`src/hw/tcm_defines.vh`:
```
// Constants for the timer channel compare output mode block.
// Included by every design file of the block; holds definitions only.
`ifndef TCM_DEFINES_VH
`define TCM_DEFINES_VH

// Register byte offsets
`define TCM_OFS_MODE          8'h00
`define TCM_OFS_CTRL          8'h04
`define TCM_OFS_CMP           8'h08
`define TCM_OFS_STATUS        8'h0C
`define TCM_OFS_MATCH_CNT     8'h10

// Mode register fields
`define TCM_MODE_CH1_LSB      4
`define TCM_MODE_CH1_MSB      6
`define TCM_MODE_RSVD_BIT     7
`define TCM_MODE_CH2_LSB      8
`define TCM_MODE_CH2_MSB      9

// Control register fields
`define TCM_CTRL_POL_BIT      0
`define TCM_CTRL_CH2EN_BIT    1
`define TCM_CTRL_TRIG_LSB     4
`define TCM_CTRL_TRIG_MSB     6

// Status register fields
`define TCM_ST_RAW_BIT        0
`define TCM_ST_OUT_BIT        1
`define TCM_ST_MATCH_BIT      2
`define TCM_ST_CH2IN_BIT      3
`define TCM_ST_TRIGBAD_BIT    4

// Reset values
`define TCM_RST_CH1_MODE      3'h0
`define TCM_RST_CH2_DIR       2'h0
`define TCM_RST_TRIG_SEL      3'h0
`define TCM_RST_CMP           16'h0000

// Channel-1 output modes
`define TCM_OM_DISCONNECT     3'h0
`define TCM_OM_HIGH_ON_MATCH  3'h1
`define TCM_OM_LOW_ON_MATCH   3'h2
`define TCM_OM_TOGGLE         3'h3
`define TCM_OM_FORCE_LOW      3'h4
`define TCM_OM_FORCE_HIGH     3'h5
`define TCM_OM_PWM_A          3'h6
`define TCM_OM_PWM_B          3'h7

// Channel-2 direction codes
`define TCM_DIR_OUTPUT        2'h0
`define TCM_DIR_IN_OWN        2'h1
`define TCM_DIR_IN_CH1        2'h2
`define TCM_DIR_IN_TRIG       2'h3

// Trigger select codes below this value name an internal source
`define TCM_TRIG_INTERNAL_LIM 3'h4

`endif

```
`src/hw/tcm_top.v`:
```
// Channel mode control of one timer: channel-1 compare output, channel-2
// input selection and the register port that software uses to steer them.
// Assumes the counter, its direction and the filtered channel signals come
// from timer logic on the same clock; no synchroniser is placed on them.
`timescale 1ns/1ps
`include "tcm_defines.vh"

module tcm_top (
    input  wire        clock_i,
    input  wire        resetn_i,
    // Register port
    input  wire [7:0]  reg_addr_i,
    input  wire [31:0] reg_wdata_i,
    input  wire        reg_write_i,
    input  wire        reg_read_i,
    output reg  [31:0] reg_rdata_o,
    // Counter side
    input  wire [15:0] counter_value_i,
    input  wire        count_down_i,
    // Channel inputs
    input  wire        ch2_filtered_signal_i,
    input  wire        ch1_filtered_signal_to_ch2_i,
    input  wire        slave_trigger_input_i,
    // Channel outputs
    output reg         ch1_raw_compare_level_o,
    output reg         ch1_final_output_o,
    output reg         ch1_output_connected_o,
    output reg         ch2_input_source_o,
    output reg         ch2_is_input_o
);
    // Software state
    reg  [2:0]  ch1_output_mode_field_r;
    reg  [1:0]  ch2_direction_select_r;
    reg         ch1_polarity_r;
    reg         ch2_enable_bit_r;
    reg  [2:0]  trigger_source_select_r;
    reg  [15:0] ch1_compare_value_r;
    reg         match_seen_r;
    reg  [15:0] match_count_r;
    reg         trig_mode_bad_r;

    // Decode
    wire        sel_mode;
    wire        sel_ctrl;
    wire        sel_cmp;
    wire        sel_status;
    wire        sel_mcnt;
    wire        wr_mode;
    wire        wr_ctrl;
    wire        wr_cmp;
    wire        wr_status;
    wire        wr_mcnt;

    // Datapath
    wire        level_nxt;
    wire        match;
    wire        connected;
    wire        final_nxt;
    wire        trigger_internal;
    wire        ch2_sel_source;
    wire        ch2_sel_is_input;
    wire        ch2_sel_trig_bad;
    wire        match_event;
    reg  [31:0] rdata_nxt;

    assign sel_mode   = (reg_addr_i == `TCM_OFS_MODE);
    assign sel_ctrl   = (reg_addr_i == `TCM_OFS_CTRL);
    assign sel_cmp    = (reg_addr_i == `TCM_OFS_CMP);
    assign sel_status = (reg_addr_i == `TCM_OFS_STATUS);
    assign sel_mcnt   = (reg_addr_i == `TCM_OFS_MATCH_CNT);
    assign wr_mode    = reg_write_i && sel_mode;
    assign wr_ctrl    = reg_write_i && sel_ctrl;
    assign wr_cmp     = reg_write_i && sel_cmp;
    assign wr_status  = reg_write_i && sel_status;
    assign wr_mcnt    = reg_write_i && sel_mcnt;

    assign trigger_internal = (trigger_source_select_r < `TCM_TRIG_INTERNAL_LIM);

    // Compare evaluation every clock against the registered compare value
    tcm_compare tcm_compare_i (
        .ch1_output_mode_field_i (ch1_output_mode_field_r),
        .counter_value_i         (counter_value_i),
        .ch1_compare_value_i     (ch1_compare_value_r),
        .count_down_i            (count_down_i),
        .level_i                 (ch1_raw_compare_level_o),
        .level_nxt_o             (level_nxt),
        .match_o                 (match)
    );

    tcm_ch2_select tcm_ch2_select_i (
        .ch2_direction_select_i       (ch2_direction_select_r),
        .ch2_filtered_signal_i        (ch2_filtered_signal_i),
        .ch1_filtered_signal_to_ch2_i (ch1_filtered_signal_to_ch2_i),
        .slave_trigger_input_i        (slave_trigger_input_i),
        .trigger_internal_i           (trigger_internal),
        .ch2_input_source_o           (ch2_sel_source),
        .ch2_is_input_o               (ch2_sel_is_input),
        .trig_mode_bad_o              (ch2_sel_trig_bad)
    );

    // Output is attached to the raw level for every mode but disconnect
    assign connected = (ch1_output_mode_field_r != `TCM_OM_DISCONNECT);
    // Detached output rests at the inactive level after polarity
    assign final_nxt = connected ? (level_nxt ^ ch1_polarity_r)
                                 : ch1_polarity_r;

    // Only compare-driven modes count matches as events
    assign match_event = match && connected
                         && (ch1_output_mode_field_r != `TCM_OM_FORCE_LOW)
                         && (ch1_output_mode_field_r != `TCM_OM_FORCE_HIGH);

    // Mode register
    always @(posedge clock_i) begin
        if (!resetn_i) begin
            ch1_output_mode_field_r <= `TCM_RST_CH1_MODE;
            ch2_direction_select_r  <= `TCM_RST_CH2_DIR;
        end else if (wr_mode) begin
            ch1_output_mode_field_r <=
                reg_wdata_i[`TCM_MODE_CH1_MSB:`TCM_MODE_CH1_LSB];
            // Direction is frozen while channel 2 is enabled
            if (!ch2_enable_bit_r) begin
                ch2_direction_select_r <=
                    reg_wdata_i[`TCM_MODE_CH2_MSB:`TCM_MODE_CH2_LSB];
            end
        end
    end

    // Control register
    always @(posedge clock_i) begin
        if (!resetn_i) begin
            ch1_polarity_r          <= 1'b0;
            ch2_enable_bit_r        <= 1'b0;
            trigger_source_select_r <= `TCM_RST_TRIG_SEL;
        end else if (wr_ctrl) begin
            ch1_polarity_r          <= reg_wdata_i[`TCM_CTRL_POL_BIT];
            ch2_enable_bit_r        <= reg_wdata_i[`TCM_CTRL_CH2EN_BIT];
            trigger_source_select_r <=
                reg_wdata_i[`TCM_CTRL_TRIG_MSB:`TCM_CTRL_TRIG_LSB];
        end
    end

    // Compare value register
    always @(posedge clock_i) begin
        if (!resetn_i) begin
            ch1_compare_value_r <= `TCM_RST_CMP;
        end else if (wr_cmp) begin
            ch1_compare_value_r <= reg_wdata_i[15:0];
        end
    end

    // Sticky match flag: a new match wins over a clear in the same cycle
    always @(posedge clock_i) begin
        if (!resetn_i) begin
            match_seen_r <= 1'b0;
        end else if (match_event) begin
            match_seen_r <= 1'b1;
        end else if (wr_status && reg_wdata_i[`TCM_ST_MATCH_BIT]) begin
            match_seen_r <= 1'b0;
        end
    end

    // Match counter: any write clears it, a match in that cycle counts as one
    always @(posedge clock_i) begin
        if (!resetn_i) begin
            match_count_r <= 16'h0000;
        end else if (wr_mcnt) begin
            match_count_r <= {15'h0000, match_event};
        end else if (match_event && (match_count_r != 16'hFFFF)) begin
            match_count_r <= match_count_r + 16'h0001;
        end
    end

    // Channel outputs
    always @(posedge clock_i) begin
        if (!resetn_i) begin
            ch1_raw_compare_level_o <= 1'b0;
            ch1_final_output_o      <= 1'b0;
            ch1_output_connected_o  <= 1'b0;
            ch2_input_source_o      <= 1'b0;
            ch2_is_input_o          <= 1'b0;
            trig_mode_bad_r         <= 1'b0;
        end else begin
            ch1_raw_compare_level_o <= level_nxt;
            ch1_final_output_o      <= final_nxt;
            ch1_output_connected_o  <= connected;
            ch2_input_source_o      <= ch2_sel_source;
            ch2_is_input_o          <= ch2_sel_is_input;
            trig_mode_bad_r         <= ch2_sel_trig_bad;
        end
    end

    // Read data mux; reserved bit 7 of the mode register reads zero
    always @* begin
        rdata_nxt = 32'h00000000;
        if (sel_mode) begin
            rdata_nxt[`TCM_MODE_CH1_MSB:`TCM_MODE_CH1_LSB] = ch1_output_mode_field_r;
            rdata_nxt[`TCM_MODE_RSVD_BIT] = 1'b0;
            rdata_nxt[`TCM_MODE_CH2_MSB:`TCM_MODE_CH2_LSB] = ch2_direction_select_r;
        end else if (sel_ctrl) begin
            rdata_nxt[`TCM_CTRL_POL_BIT]   = ch1_polarity_r;
            rdata_nxt[`TCM_CTRL_CH2EN_BIT] = ch2_enable_bit_r;
            rdata_nxt[`TCM_CTRL_TRIG_MSB:`TCM_CTRL_TRIG_LSB] = trigger_source_select_r;
        end else if (sel_cmp) begin
            rdata_nxt[15:0] = ch1_compare_value_r;
        end else if (sel_status) begin
            rdata_nxt[`TCM_ST_RAW_BIT]     = ch1_raw_compare_level_o;
            rdata_nxt[`TCM_ST_OUT_BIT]     = ch1_final_output_o;
            rdata_nxt[`TCM_ST_MATCH_BIT]   = match_seen_r;
            rdata_nxt[`TCM_ST_CH2IN_BIT]   = ch2_input_source_o;
            rdata_nxt[`TCM_ST_TRIGBAD_BIT] = trig_mode_bad_r;
        end else if (sel_mcnt) begin
            rdata_nxt[15:0] = match_count_r;
        end
    end

    // Read data stands for exactly the cycle after the read strobe
    always @(posedge clock_i) begin
        if (!resetn_i) begin
            reg_rdata_o <= 32'h00000000;
        end else if (reg_read_i) begin
            reg_rdata_o <= rdata_nxt;
        end else begin
            reg_rdata_o <= 32'h00000000;
        end
    end
endmodule

```
`src/hw/tcm_compare.v`:
```
// Next-level logic for the channel-1 raw compare level.
// Assumes counter and compare value are on the timer counter clock.
`timescale 1ns/1ps
`include "tcm_defines.vh"

module tcm_compare (
    input  wire [2:0]  ch1_output_mode_field_i,
    input  wire [15:0] counter_value_i,
    input  wire [15:0] ch1_compare_value_i,
    input  wire        count_down_i,
    input  wire        level_i,
    output reg         level_nxt_o,
    output wire        match_o
);
    wire cmp_gt_cnt;
    wire cmp_lt_cnt;
    wire pwm_a_level;

    assign match_o     = (counter_value_i == ch1_compare_value_i);
    assign cmp_gt_cnt  = (ch1_compare_value_i > counter_value_i);
    assign cmp_lt_cnt  = (ch1_compare_value_i < counter_value_i);
    // Up: high while compare above count; down: low while compare below count
    assign pwm_a_level = count_down_i ? ~cmp_lt_cnt : cmp_gt_cnt;

    always @* begin
        level_nxt_o = level_i;
        case (ch1_output_mode_field_i)
            `TCM_OM_DISCONNECT:    level_nxt_o = level_i;
            `TCM_OM_HIGH_ON_MATCH: if (match_o) level_nxt_o = 1'b1;
            `TCM_OM_LOW_ON_MATCH:  if (match_o) level_nxt_o = 1'b0;
            `TCM_OM_TOGGLE:        if (match_o) level_nxt_o = ~level_i;
            `TCM_OM_FORCE_LOW:     level_nxt_o = 1'b0;
            `TCM_OM_FORCE_HIGH:    level_nxt_o = 1'b1;
            `TCM_OM_PWM_A:         level_nxt_o = pwm_a_level;
            // Up: low while compare above count; down: complement of mode A
            `TCM_OM_PWM_B:         level_nxt_o = count_down_i ? ~pwm_a_level
                                                              : ~cmp_gt_cnt;
            default:               level_nxt_o = level_i;
        endcase
    end
endmodule

```
`src/hw/tcm_ch2_select.v`:
```
// Channel-2 direction decode and input source multiplexer.
// Assumes the filtered signals and trigger come from the timer's own clock.
`timescale 1ns/1ps
`include "tcm_defines.vh"

module tcm_ch2_select (
    input  wire [1:0] ch2_direction_select_i,
    input  wire       ch2_filtered_signal_i,
    input  wire       ch1_filtered_signal_to_ch2_i,
    input  wire       slave_trigger_input_i,
    input  wire       trigger_internal_i,
    output reg        ch2_input_source_o,
    output wire       ch2_is_input_o,
    output wire       trig_mode_bad_o
);
    assign ch2_is_input_o  = (ch2_direction_select_i != `TCM_DIR_OUTPUT);
    // Trigger-mapped input only works with an internal trigger source
    assign trig_mode_bad_o = (ch2_direction_select_i == `TCM_DIR_IN_TRIG)
                             && !trigger_internal_i;

    always @* begin
        ch2_input_source_o = 1'b0;
        case (ch2_direction_select_i)
            `TCM_DIR_OUTPUT: ch2_input_source_o = 1'b0;
            `TCM_DIR_IN_OWN: ch2_input_source_o = ch2_filtered_signal_i;
            `TCM_DIR_IN_CH1: ch2_input_source_o = ch1_filtered_signal_to_ch2_i;
            `TCM_DIR_IN_TRIG: ch2_input_source_o = trigger_internal_i
                                                   & slave_trigger_input_i;
            default:         ch2_input_source_o = 1'b0;
        endcase
    end
endmodule

```
`config.mk`:
```
export PLATFORM = sky130hd
export DESIGN_NAME = tcm_top
export DESIGN_NICKNAME = d
export VERILOG_FILES = /design/src/hw/tcm_top.v /design/src/hw/tcm_compare.v /design/src/hw/tcm_ch2_select.v
export VERILOG_INCLUDE_DIRS = /design/src /design/src/hw
export SDC_FILE = /design/constraint.sdc
export NUM_CORES = 1
export LEC_CHECK = 0
export BUFFER_PORTS_ARGS = -buffer_cell sky130_fd_sc_hd__buf_2
export CAP_MARGIN = 20
export CORE_AREA = 2 2 109 90
export CTS_BUF_LIST = sky130_fd_sc_hd__clkbuf_8
export CTS_CLUSTER_DIAMETER = 80
export CTS_CLUSTER_SIZE = 28
export DETAILED_ROUTE_END_ITERATION = 16
export DIE_AREA = 0 0 111 92
export GPL_ROUTABILITY_DRIVEN = 1
export PLACE_DENSITY = 0.59
export SETUP_SLACK_MARGIN = 0.3
export SYNTH_ARGS = -nofsm -noshare
export SYNTH_HDL_FRONTEND = slang
export SYNTH_SLANG_ARGS = --single-unit
```
`constraint.sdc`:
```
create_clock -name clock_i -period 3.3 [get_ports clock_i]
set_input_delay 0.165 -clock clock_i [delete_from_list [all_inputs] [get_ports clock_i]]
set_output_delay 0.165 -clock clock_i [all_outputs]
set_load 0.01 [all_outputs]
```
==> results.md <==
* Met2 WL at 4.21 mm
* Port bufs at 68
* Placer congestion estimate at 0.824
* Starting DRT DRC Count at 218
* Placed Cells at 592
* Hold_ws at 0.0544 ns
* Total global-route track usage at 19.7%
* Leak at 1.64 nW
* Total Wirelength at 9.46 mm
* CP max FO at 3
* Vias per cell at 5.17
* Core area at 9250 sq um
* Sequential Area at 1310 sq um
* Commonest non-fill, non-tap cell in the layout: buf_2
* H-tree Lvls at 3
* Gr ovfl total at 0
* # DRC at 0
* Clk pin slew, worst setup/hold paths at 0.07 ns
* HP Start: reg_wdata_i[3]
* FILL cells at 963
* RSZ-0062 raised after global routing: yes
* CP Launch Point: ch1_compare_value_r[13]$_SDFFE_PN0P_
* Pwr dens at 356 nW/um^2
* Largest net degree at the start of global routing at 39
* Critical path, cell by cell: ha_4 > nand4_4 > or4_4 > or2_4 > ha_4 > mux2i_1 > nor3_1 > a221oi_2 > mux2i_1 > a31o_2 > a211o_1
* Routed vias at 3172
* I/O pins at 101
* Post-DP HPWL at 6.93 mm
* Worst slew pin tran at 0.738 ns
* Slew HR at 50.8%
* Die area at 10200 sq um
* Design area at 4200 sq um
* # setup viols final at 0
* EDFF count, synth at 0
* Ys flop type: dfxtp_1
* Nature of the critical path startpoint: register
* Width of the die at 111 microns
* Cell area after placement at 3880 sq um
* Multi-input logic area at 2060 sq um
* WL met1 at 4.51 mm
* CTS tree: built
* Share of layout cells above drive strength 1 at 24.7%
* Setup TNS at 0 ns
* Seq/Total Area, Yosys at 37.1%
* R2r startpoint: ch1_compare_value_r[13]$_SDFFE_PN0P_
* Uppermost layer routed: met4
* Yosys warning total at 0
* Final Hold Viols at 0
* Crit Path Class: reg -> reg
* Sinks on Clock Net at 65
* Cell count after synthesis at 420
* Yosys reg bits at 65
* Initial core utilization at 37.9%
* Period minus WS final at 2.95 ns
* Post-Syn Area at 3500 sq um
* Clock Root Buffer: clkbuf_8
* First-pass detailed-route iteration total at 7
* Crit-path leading delay family: simple AND/OR/NAND/NOR gates
* CP max-delay cell: or4_4
* Ant. Diodes at 0
* IR Drop Worst-Case VDD at 0.000151 V
* Synthesis-to-layout area growth at 19.9%
* WL/cell at 15.4 microns
* Post-CTS Hold Buffers at 0
* Req. time, crit path at 3.54 ns
* Skew-Pair Late Insertion Delay at 0.35 ns
* Status: completed
* Endpoint class of the critical path: register
* Peak Freq at 339 MHz
* Fin cells at 613
* Synth unique cells at 56
* Pins over their slew limit at 0
* Total CTS buffers at 9
* First-pass GRT wire length at 15.9 mm
* Die height at 92 microns
* Met3 wire len at 620 microns
* Worst hold path type: in -> reg
* FP Rows at 32
* WP data arrival at 3.20 ns
* Max-Cap Viols at 0
* Vias in the first global route at 3185
* Final Skew at 0.00791 ns
* Clock buffer depth at 2
* Syn_area_per_cell at 8.34 sq um
* Layout Nets at 572
* Most frequent cells in the layout: 68 x buf_2, 61 x dfxtp_1, 59 x nand2_1, 38 x nor2_1, 27 x inv_1
* Max incr delay on CP at 0.56 ns
* Share of async-settable or async-resettable flops after synthesis at 0%
* Initial antenna violation count at 0
* Routed Antenna Nets at 0
* Final period utilization at 89.5%
* CP Buf/Inv Count at 0
[cells in the mapped netlist (2+ instances only)]
| cell type | n | area, sq um |
|---|---|---|
| or3_1 | 2 | 12.5 |
| a21boi_1 | 11 | 82.6 |
| buf_4 | 17 | 128 |
| ha_1 | 19 | 238 |
| buf_2 | 4 | 20.0 |
| nand4_1 | 6 | 37.5 |
| nand2_1 | 60 | 225 |
| a21oi_1 | 18 | 90.1 |
| o21a_1 | 2 | 15.0 |
| nor4_1 | 6 | 37.5 |
| nand3_1 | 19 | 95.1 |
| or4_1 | 2 | 15.0 |
| nand2b_1 | 2 | 12.5 |
| o21ai_0 | 9 | 45.0 |
| or2_2 | 3 | 18.8 |
| or3_2 | 2 | 15.0 |
| a21boi_0 | 17 | 128 |
| a222oi_1 | 5 | 50.1 |
| nor2b_1 | 3 | 18.8 |
| nor2_1 | 38 | 143 |
| inv_1 | 25 | 93.8 |
| dfxtp_1 | 65 | 1300 |
| nor3_1 | 12 | 60.1 |
| xnor2_1 | 11 | 96.3 |
| clkbuf_1 | 12 | 45.0 |
| a21o_1 | 2 | 15.0 |
| mux2i_1 | 3 | 30.0 |
| and2_1 | 2 | 12.5 |
| a22oi_1 | 16 | 120 |
[stage by stage]
stage	util, %	setup slack [ns]	power, mW
4_1_cts	45.0	0.321	1.50
3_5_place_dp	41.9	0.120	0.897
5_1_grt	45.4	0.268	1.55
6_report	45.4	0.346	1.50
2_1_floorplan	-	0.306	0.868
3_3_place_gp	41.9	0.200	0.895
[routing by layer]
| layer | up-vias | GRT usage [%] |
|---|---|---|
| met2 | 112 | 30.4 |
| met3 | 12 | 4.49 |
| met4 | 0 | 6.15 |
| met1 | 1467 | 27.4 |
| li1 | 1581 | - |
| met5 | - | 0 |
[power by group]
group / switching (mW) / internal [mW] / total, mW / leakage, nW
sequential: 0.000712 / 0.783 / 0.783 / 0.526
clock: 0.324 / 0.287 / 0.611 / 0.0909
combinational: 0.0594 / 0.0420 / 0.101 / 1.02
total: 0.384 / 1.11 / 1.50 / 1.64
[final cells by class]
cell class / count / area share (%)
Clock buffer: 10 / 3.28
Tap cell: 119 / 3.54
Timing Repair Buffer: 78 / 9.89
Clock inverter: 6 / 0.864
Inverter: 25 / 2.23
Multi-Input combinational cell: 310 / 49.0
Sequential cell: 65 / 31.2
[path summary, 6_finish.rpt]
path	to	slack (ns)	cells after the start
setup / recovery	ch1_final_output_o$_SDFF_PN0_	0.35	11
hold / removal	ch1_compare_value_r[3]$_SDFFE_PN0P_	0.05	3
setup reg to reg	ch1_final_output_o$_SDFF_PN0_	0.35	11
hold reg to reg	match_seen_r$_SDFFE_PN0P_	0.47	2
[registers in the layout, summed over array words and instances (netlist names)]
signal and flops:
ch1_raw_compare_level_o 1, match_seen_r 1, ch1_output_connected_o 1, ch1_output_mode_field_r 3, ch1_compare_value_r 16, trigger_source_select_r 3, ch2_input_source_o 1, ch2_is_input_o 1
ch1_polarity_r 1, ch2_enable_bit_r 1, match_count_r 16, reg_rdata_o 16, ch1_final_output_o 1, trig_mode_bad_r 1, ch2_direction_select_r 2
[repair_timing]
item                                    CTS  global route
setup buffers                             5             0
endpoints found under the setup margin    1             1
gates resized for setup                  13             3
pin swaps                                 2             6
[cells by family after synthesis]
logic type / share of synthesized area, %
buffers and inverters: 8.93
DFF: 37.1
other: 0.107
xor gates and xnor gates: 2.75
muxes: 0.857
adders and majority gates: 6.79
AOI/OAI and AO/OA: 18.4
and+or+nand+nor: 25.0
[worst reg2reg max path, cell delays in order, from the launching register on]
cell and delay, ns:
dfxtp_4 0.36, ha_4 0.28, nand4_4 0.09, or4_4 0.56
or2_4 0.26, ha_4 0.21, mux2i_1 0.15, nor3_1 0.09
a221oi_2 0.28, mux2i_1 0.12, a31o_2 0.22, a211o_1 0.23
(Power assumes the default switching activity.)
